### src/ppsq_regs.svh
// Timing counts, widths and a register bit for the power sequencer
`ifndef PPSQ_REGS_SVH
`define PPSQ_REGS_SVH
`define PPSQ_CLK_MHZ 40
`define PPSQ_SETTLE_US 100
`define PPSQ_SETTLE_CYC (`PPSQ_SETTLE_US * `PPSQ_CLK_MHZ)
`define PPSQ_OFF_DELAY_US 10
`define PPSQ_OFF_DELAY_CYC (`PPSQ_OFF_DELAY_US * `PPSQ_CLK_MHZ)
`define PPSQ_CNT_W 16
`define PPSQ_REG_W 4
`define PPSQ_RTC_REG_BIT 0
`endif

### src/ppsq_pkg.sv
// Types for the power sequencer
package ppsq_pkg;
  typedef enum logic [2:0] {
    PPSQ_OFF = 3'b000,
    PPSQ_CHECK = 3'b001,
    PPSQ_TRICKLE = 3'b010,
    PPSQ_SETTLE = 3'b011,
    PPSQ_RUN = 3'b100,
    PPSQ_FAULT = 3'b101
  } ppsq_state_e;
endpackage

### src/ppsq_top.sv
// Power-on/off and reset sequencer of the phone's power-management device
`timescale 1ns/1ps
`default_nettype none
`include "ppsq_regs.svh"
module ppsq_top
  import ppsq_pkg::*;
#(
  parameter int SETTLE_CYC = `PPSQ_SETTLE_CYC,
  parameter int OFF_CYC = `PPSQ_OFF_DELAY_CYC,
  parameter int REG_W = `PPSQ_REG_W
) (
  // Clock and reset
  input wire logic CLK_SYS_IN,
  input wire logic SRST_IN,
  // Start sources from pins
  input wire logic BUTTON_START_INPUT_N_IN,
  input wire logic CONNECTOR_START_INPUT_N_IN,
  input wire logic ALARM_START_INPUT_IN,
  // Analog comparator results from pins
  input wire logic BATTERY_PRESENT_IN,
  input wire logic BATTERY_IN_LIMITS_IN,
  input wire logic CHARGER_DETECT_IN,
  input wire logic REGS_STABLE_IN,
  // Decoded host commands from the serial slave, same clock
  input wire logic CMD_REG_SEL_VALID_IN,
  input wire logic [REG_W-1:0] CMD_REG_SEL_IN,
  input wire logic CMD_SHUTDOWN_IN,
  input wire logic CMD_LED_VALID_IN,
  input wire logic CMD_LED_IN,
  input wire logic CMD_IRQ_MASK_VALID_IN,
  input wire logic CMD_IRQ_MASK_IN,
  // Power outputs
  output logic BUCK_EN_OUT,
  output logic [REG_W-1:0] LDO_EN_OUT,
  output logic SERIAL_EN_OUT,
  output logic RTC_SUPPLY_EN_OUT,
  output logic CHARGE_SWITCH_OUT,
  output logic TRICKLE_EN_OUT,
  output logic POWER_GOOD_RESET_N_OUT,
  // Indication
  output logic RED_LED_OUT,
  output logic IRQ_N_OUT,
  output logic [2:0] STATE_OUT
);
  localparam int CW = `PPSQ_CNT_W;
  localparam logic [CW-1:0] SETTLE_LAST = CW'(SETTLE_CYC - 1);
  localparam logic [CW-1:0] OFF_LAST = CW'(OFF_CYC - 1);

  // Two-flop synchronisers for every pin input
  logic [6:0] sync1;
  logic [6:0] sync2;
  always_ff @(posedge CLK_SYS_IN) begin
    sync1 <= {BUTTON_START_INPUT_N_IN, CONNECTOR_START_INPUT_N_IN, ALARM_START_INPUT_IN,
              BATTERY_PRESENT_IN, BATTERY_IN_LIMITS_IN, CHARGER_DETECT_IN, REGS_STABLE_IN};
    sync2 <= sync1;
  end
  logic btn_n, con_n, alarm, batt, in_lim, chg, stable;
  assign {btn_n, con_n, alarm, batt, in_lim, chg, stable} = sync2;

  logic start_req;
  assign start_req = !btn_n || !con_n || alarm;

  ppsq_state_e state, next_state;
  logic [CW-1:0] cnt, next_cnt;
  logic [REG_W-1:0] reg_sel, next_reg_sel;
  logic led, next_led;
  logic mask, next_mask;
  logic rst_n, next_rst_n;
  logic trickle, next_trickle;

  always_comb begin
    next_state = state;
    next_cnt = cnt;
    next_reg_sel = reg_sel;
    next_led = led;
    next_mask = mask;
    next_rst_n = rst_n;
    next_trickle = 1'b0;
    unique case (state)
      PPSQ_OFF: begin
        next_rst_n = 1'b0;
        next_led = 1'b0;
        if (batt && (start_req || chg)) begin
          next_state = PPSQ_CHECK;
        end
      end
      PPSQ_CHECK: begin
        if (in_lim) begin
          next_state = PPSQ_SETTLE;
          next_cnt = '0;
          next_reg_sel = '1;
          next_mask = 1'b0;
        end else if (chg) begin
          next_state = PPSQ_TRICKLE;
          next_led = 1'b1;
        end else begin
          next_state = PPSQ_OFF;
        end
      end
      PPSQ_TRICKLE: begin
        next_led = 1'b1;
        if (!chg || !batt) begin
          next_state = PPSQ_OFF;
        end else if (in_lim) begin
          next_state = PPSQ_CHECK;
        end
      end
      PPSQ_SETTLE: begin
        // Reset stays low until the regulators report stable and the settle time ran out
        if (!in_lim) begin
          next_state = PPSQ_FAULT;
          next_cnt = '0;
        end else if (cnt != SETTLE_LAST) begin
          next_cnt = CW'(cnt + 1'b1);
        end else if (stable) begin
          next_rst_n = 1'b1;
          next_state = PPSQ_RUN;
          next_led = 1'b0;
        end
      end
      PPSQ_RUN: begin
        // Start inputs cannot restart the sequence here; the button only pulls IRQ_N_OUT low unless masked
        if (CMD_REG_SEL_VALID_IN) begin
          next_reg_sel = CMD_REG_SEL_IN;
        end
        if (CMD_LED_VALID_IN) begin
          next_led = CMD_LED_IN;
        end
        if (CMD_IRQ_MASK_VALID_IN) begin
          next_mask = CMD_IRQ_MASK_IN;
        end
        if (!in_lim) begin
          next_rst_n = 1'b0;
          next_state = PPSQ_FAULT;
          next_cnt = '0;
        end else if (CMD_SHUTDOWN_IN) begin
          next_rst_n = 1'b0;
          next_state = PPSQ_FAULT;
          next_cnt = '0;
        end
      end
      PPSQ_FAULT: begin
        // Host held in reset for a while before buck and serial drop (LDOs go off as reset asserts), so it never runs on a dying supply
        next_rst_n = 1'b0;
        if (cnt != OFF_LAST) begin
          next_cnt = CW'(cnt + 1'b1);
        end else begin
          next_state = PPSQ_OFF;
          next_cnt = '0;
        end
      end
      default: begin
        next_state = PPSQ_OFF;
      end
    endcase
    // Taken from the next state so the pin moves on the same edge as the state
    next_trickle = (next_state == PPSQ_TRICKLE);
  end

  always_ff @(posedge CLK_SYS_IN) begin
    if (SRST_IN) begin
      state <= PPSQ_OFF;
      cnt <= '0;
      reg_sel <= '0;
      led <= 1'b0;
      mask <= 1'b0;
      rst_n <= 1'b0;
      trickle <= 1'b0;
    end else begin
      state <= next_state;
      cnt <= next_cnt;
      reg_sel <= next_reg_sel;
      led <= next_led;
      mask <= next_mask;
      rst_n <= next_rst_n;
      trickle <= next_trickle;
    end
  end

  // Next output values; every pin comes straight from a flop
  logic on_next;
  logic next_buck, next_serial, next_rtc, next_cs;
  logic next_trk_out, next_rst_out, next_led_out, next_irq_n;
  logic [REG_W-1:0] next_ldo;
  logic [2:0] next_state_out;
  always_comb begin
    on_next = (next_state == PPSQ_SETTLE) || (next_state == PPSQ_RUN) ||
              (next_state == PPSQ_FAULT);
    // Serial stays up through the fault hold and buck until its last cycle, so the host sees its reset first
    next_buck = on_next && (next_state != PPSQ_FAULT || next_cnt != OFF_LAST);
    next_ldo = (on_next && next_state != PPSQ_FAULT) ? next_reg_sel : '0;
    next_serial = on_next;
    next_rtc = batt;
    // Switch opens while trickling so only the small current flows
    next_cs = chg && batt && !next_trickle;
    next_trk_out = next_trickle;
    next_rst_out = next_rst_n;
    next_led_out = next_led;
    next_irq_n = !(next_state == PPSQ_RUN && !btn_n && !next_mask);
    next_state_out = next_state;
  end

  always_ff @(posedge CLK_SYS_IN) begin
    if (SRST_IN) begin
      BUCK_EN_OUT <= 1'b0;
      LDO_EN_OUT <= '0;
      SERIAL_EN_OUT <= 1'b0;
      RTC_SUPPLY_EN_OUT <= 1'b0;
      CHARGE_SWITCH_OUT <= 1'b0;
      TRICKLE_EN_OUT <= 1'b0;
      POWER_GOOD_RESET_N_OUT <= 1'b0;
      RED_LED_OUT <= 1'b0;
      IRQ_N_OUT <= 1'b1;
      STATE_OUT <= 3'h0;
    end else begin
      BUCK_EN_OUT <= next_buck;
      LDO_EN_OUT <= next_ldo;
      SERIAL_EN_OUT <= next_serial;
      RTC_SUPPLY_EN_OUT <= next_rtc;
      CHARGE_SWITCH_OUT <= next_cs;
      TRICKLE_EN_OUT <= next_trk_out;
      POWER_GOOD_RESET_N_OUT <= next_rst_out;
      RED_LED_OUT <= next_led_out;
      IRQ_N_OUT <= next_irq_n;
      STATE_OUT <= next_state_out;
    end
  end
endmodule // ppsq_top
`default_nettype wire

### config.mk
export PLATFORM = sky130hd
export DESIGN_NAME = ppsq_top
export DESIGN_NICKNAME = d
export VERILOG_FILES = /design/src/ppsq_pkg.sv /design/src/ppsq_top.sv
export VERILOG_INCLUDE_DIRS = /design/src /design/src/src
export SDC_FILE = /design/constraint.sdc
export NUM_CORES = 1
export LEC_CHECK = 0
export ABC_AREA = 1
export BUFFER_PORTS_ARGS = -buffer_cell sky130_fd_sc_hd__buf_2
export CORE_MARGIN = 5
export CORE_UTILIZATION = 57
export DETAILED_ROUTE_END_ITERATION = 10
export PLACE_DENSITY = 0.79
export SYNTH_ARGS = -nofsm -noshare
export SYNTH_HDL_FRONTEND = slang
export SYNTH_SLANG_ARGS = --single-unit
### constraint.sdc
create_clock -name CLK_SYS_IN -period 2.25 [get_ports CLK_SYS_IN]
set_input_delay 0.225 -clock CLK_SYS_IN [delete_from_list [all_inputs] [get_ports CLK_SYS_IN]]
set_output_delay 0.225 -clock CLK_SYS_IN [all_outputs]
set_load 0.02 [all_outputs]
* Word-level counts from Yosys, hierarchy flattened
Cells that the tools add are included.
** Word-level totals
- Input port bits :: 19
- Register bits :: 50
- Logic and storage cells :: 103
** Operators by class
- Bitwise operators :: 1
- Equal/unequal tests :: 20
- Muxes and demuxes :: 38
- Reduce and logical (&&, ||, !) cells :: 28
- Add/subtract/negate cells :: 1
** Operators by type and width (number)
- $mux W16 :: 6
- $pmux W16 S4 :: 1
- $ne A16 B9 Y1 const B :: 2
- $mux W3 :: 9
- $pmux W3 S6 :: 1
- $add A16 B1 Y16 const B :: 1
- $ne A16 B12 Y1 const B :: 1
- $mux W1 :: 13
- $eq A3 B2 Y1 const B :: 4
- $eq A3 B3 Y1 const B :: 4
- $ne A2 B2 Y1 const B :: 6
- $mux W4 :: 2
- $pmux W4 S2 :: 1
- $logic_and A1 B1 Y1 :: 7
- $logic_not A1 Y1 :: 7
- $logic_or A1 B1 Y1 :: 7
- $reduce_and A7 Y1 :: 1
- $ne A3 B3 Y1 const B :: 2
- $pmux W1 S5 :: 1
- $reduce_and A5 Y1 :: 1
- $reduce_bool A5 Y1 :: 1
- $mux W2 :: 2
- $reduce_or A2 Y1 :: 2
- $eq A3 B1 Y1 const B :: 1
- other kinds (5) :: 5

* Depth between registers and ports, before layout
- Word-level depth :: 13
- Gate-level depth with buffers :: 18
- Gate-level depth less buffers :: 17

* Least setup slack after synthesis
OpenSTA, ideal clock, no wires.
- Path type :: reg-to-reg
- From :: reg, netlist name STATE_OUT[1]
- To :: reg BUCK_EN_OUT
- Slack :: 0.461 ns
- Data required time :: 2.141 ns
- Arrival time :: 1.680 ns
- Cell stages (with the launch flop) :: 16
- Clock period less this slack :: 1.789 ns
- Path through :: dfxtp_1 > inv_2 > nand2_1 > nor2_1 > nand2_2 > nand2_4 > nor2_2 > nand2_2 > nor2_1 > nand2_1 > nand2_1 > nand3_1 > nor2_1 > nand3_1 > nand2_1 > inv_1
** RTL lines
- end signal: assignment :: line ppsq_top.sv:216 : BUCK_EN_OUT <= next_buck;
- end: declaration :: line ppsq_top.sv:33 : output logic BUCK_EN_OUT,

* Worst setup path after layout
- From :: reg cnt[1]
- To :: reg BUCK_EN_OUT
** Between the ends
- Longest elaborated chain between the ends :: 8
- Elaborated cells between the ends (all ways) :: 23
- Those cells by class :: 1 x add/sub; 7 x eq/ne; 11 x mux; 4 x reduce/logical
** Ends and longest elaborated chain
- start: declaration :: line ppsq_top.sv:64 : logic [CW-1:0] cnt, next_cnt;
- start signal: assignment :: line ppsq_top.sv:171 : cnt <= next_cnt;
- branches (longest 7 deep; another with $add A16 B1 Y16)
- $logic_and A1 B1 Y1 * :: line ppsq_top.sv:190 : next_buck = on_next && (next_state != PPSQ_FAULT || next_cnt != OFF_LAST);
Every way passes the cells marked *.
A chain may end at the register's enable or synchronous reset.

==> results_dict.tcl <==
set metrics [dict create \
    htreeDepth 2 \
    synthTopCellsByArea "dfxtp_1 (39%), nand2_1 (13%), nor2_1 (8.8%)" \
    coreArea_sq_um 4354 \
    synth_area_sq_um 2560 \
    r2r-end "BUCK_EN_OUT" \
    place_hpwl_um 4874 \
    cp-start-kind "register" \
    overflow 0 \
    grt_pass1_vias 2473 \
    placedCellCount 462 \
    area_growth_pct 13.93 \
    synth-main-ff-cell "dfxtp_1" \
    cap_violations 0 \
    via_count 2558 \
    dieArea_sq_um 5931 \
    cp_data_arrival_time_ns 2.29 \
    drtAntennaViolNets 0 \
    port-buffer-count 33 \
    synth-seq-cells 50 \
    worstPathMaxFanout 5 \
    fin_nets 440 \
    gp_congestion 1.017 \
    remaining_drc_errors 0 \
    clock_latency_ns 0.31 \
    start_util_pct 58.79 \
    ir_worst_vdd_mv 0.5918 \
    synth_top_area_share_pct 39.10 \
    crit_path_start "cnt[1]" \
    cts_tree "yes" \
    end_kind "register" \
    yosysTopAreaCell "dfxtp_1" \
    synthTopCellsByCount "nand2_1 (87), nor2_1 (60), inv_1 (52)" \
    cts-root-buf "clkbuf_8" \
    clock_skew_ns 0.007910 \
    p_total_w 0.001705 \
    ys_async_sr_fraction_pct 0 \
    crit_type "register to register" \
    setup_viol 0 \
    status "complete, no violations" \
    avgRoutedWirePerCell_um 13.45 \
    cp.required_ns 2.46 \
    grt_max_degree 26 \
    ff2ff_setup_slack_ns 0.17 \
    slew_headroom_pct 65.62 \
    clkTransAtPathRegs_ns 0.10 \
    hold_viol_final 0 \
    r2r_cells 14 \
    worst_pin_slew_ns 0.5157 \
    p_per_area_nw_per_um2 584.6 \
    post_synth_num_cell_types 33 \
    antenna_found_initial 0 \
    numCtsBuffers 5 \
    avgSynthCellArea_sq_um 6.737 \
    grt_pass1_wl_um 10920 \
    synth_most_common_cell "nand2_1" \
    worstReg2RegStart "cnt[1]" \
    synth_cells 380 \
    p_leak_nw 1.351 \
    syn_nets 400 \
    track_usage_pct 22.34 \
    vias_per_cell 5.408 \
    period_share_pct 92.67 \
    nFillCells 397 \
    layout-drive-gt1-share_pct 19.48 \
    row_count 24 \
    cts.sinks 50 \
    fmax_mhz 479.6 \
    yosys_warnings 0 \
    cts_buffer_depth 2 \
    fp.dieH_um 77.02 \
    min_path_type "primary input to register" \
    min_period_ns 2.085 \
    finalSetupTns_ns 0 \
    synth_edf_count 0 \
    wirelength_um 6362 \
    pin_count 34 \
    crit_end "BUCK_EN_OUT" \
    drt_iter0_markers 178 \
    stdcell_count 473 \
    die-width_um 77.02 \
    slew_violations 0 \
    synth.yosys.seq_area_share_pct 39.10 \
    dr.pass1.iters 5 \
    antennaDiodeCount 0 \
]
per-layer routing:
layer / vias to the layer above / wire, um / GRT usage [%]
met5: - / 0 / 0
met4: 0 / 209 / 10.31
met3: 22 / 424 / 4.450
met2: 109 / 3090 / 38.29
met1: 1146 / 2638 / 26.67
li1: 1281 / - / -
cells by family after synthesis:
| group | share of synthesized area (%) |
|---|---|
| flip-flops | 39.10 |
| buffers and inverters | 9.873 |
| multiplexers | 0.7820 |
| adder cells (fa/ha/maj) | 0.4887 |
| AND/OR/NAND/NOR | 39.49 |
| XOR/XNOR | 0.3422 |
| AO/OA/AOI/OAI | 9.922 |
state kept, by name, indices dropped and copies added, names as in the netlist, 3 cells and up:
register and count:
STATE_OUT 3, LDO_EN_OUT 4, reg_sel 4, sync2 7
sync1 7, cnt 16
metrics by stage:
step / utilization [%] / area [sq um] / hold slack, ns / worst slack, ns
after global routing: 66.98 / 2917 / 0.001657 / -0.01645
after floorplan: - / 2560 / 0.2527 / 0.4611
final: 66.98 / 2917 / 0.007995 / 0.1650
after global placement: 63.88 / 2781 / 0.3105 / 0.1697
after detailed placement: 63.88 / 2781 / 0.3121 / 0.1648
after CTS: 65.98 / 2873 / 0.003773 / 0.1477
layout by cell type, fill, tap and decap left out, drive strengths merged:
cell type      n
a211oi         1
a21oi         15
a2bb2oi        1
a311oi         3
a31oi          2
buf           37
clkbuf         5
clkinv         1
dfxtp         50
dlygate4sd3    2
ha             1
inv           61
mux2i          2
nand2        103
nand3         29
nand4          9
nor2          67
nor3           5
nor3b          1
o2111ai        1
o21ai         21
o22ai          1
or2            2
xnor2          1
repair_timing:
| item | 4_1_cts | 5_1_grt |
|---|---|---|
| endpoints found under the hold margin | 0 | 2 |
| buffers inserted | 0 | 1 |
| gates resized for setup | 0 | 5 |
| hold buffers | 0 | 2 |
| endpoints found under the setup margin | 0 | 1 |
area by class of cell:
class / count / area, sq um / area share [%]
inverters: 59 / 221.5 / 7.593
repair buffers: 39 / 215.2 / 7.379
flip-flops and latches: 50 / 1002 / 34.36
clock inverters: 3 / 22.52 / 0.7722
well taps: 52 / 65.06 / 2.231
clock buffers: 5 / 68.82 / 2.360
multi-input cells: 265 / 1321 / 45.30
power by group:
part / internal, W / switching (W) / leakage, nW
logic: 0.0000792 / 0.000154 / 0.892
registers: 0.000919 / 0.0000193 / 0.410
clock network: 0.000225 / 0.000308 / 0.0489
critical path: stages (launching register included):
cell,delay (ns)
dfxtp_1,0.39
ha_2,0.22
nand2_2,0.09
inv_2,0.10
nand2_2,0.06
nor2_4,0.13
nand2_4,0.09
nor2_2,0.13
a21oi_2,0.09
nor3_4,0.31
inv_2,0.06
nand2_2,0.07
a21oi_1,0.10
nand2_1,0.11
inv_1,0.04
worst min path at each step:
stage | startpoint | to | slack (ns) | cells past startpoint
floorplan | REGS_STABLE_IN | sync1[0] | 0.25 | 0
global placement | sync1[1] | sync2[1] | 0.31 | 0
detailed placement | sync1[4] | sync2[4] | 0.31 | 0
CTS | CONNECTOR_START_INPUT_N_IN | sync1[5] | 0.004 | 1
global route | BUTTON_START_INPUT_N_IN | sync1[6] | 0.002 | 1
finish | BUTTON_START_INPUT_N_IN | sync1[6] | 0.008 | 1
No activity file was read; power rests on OpenSTA's default activity.
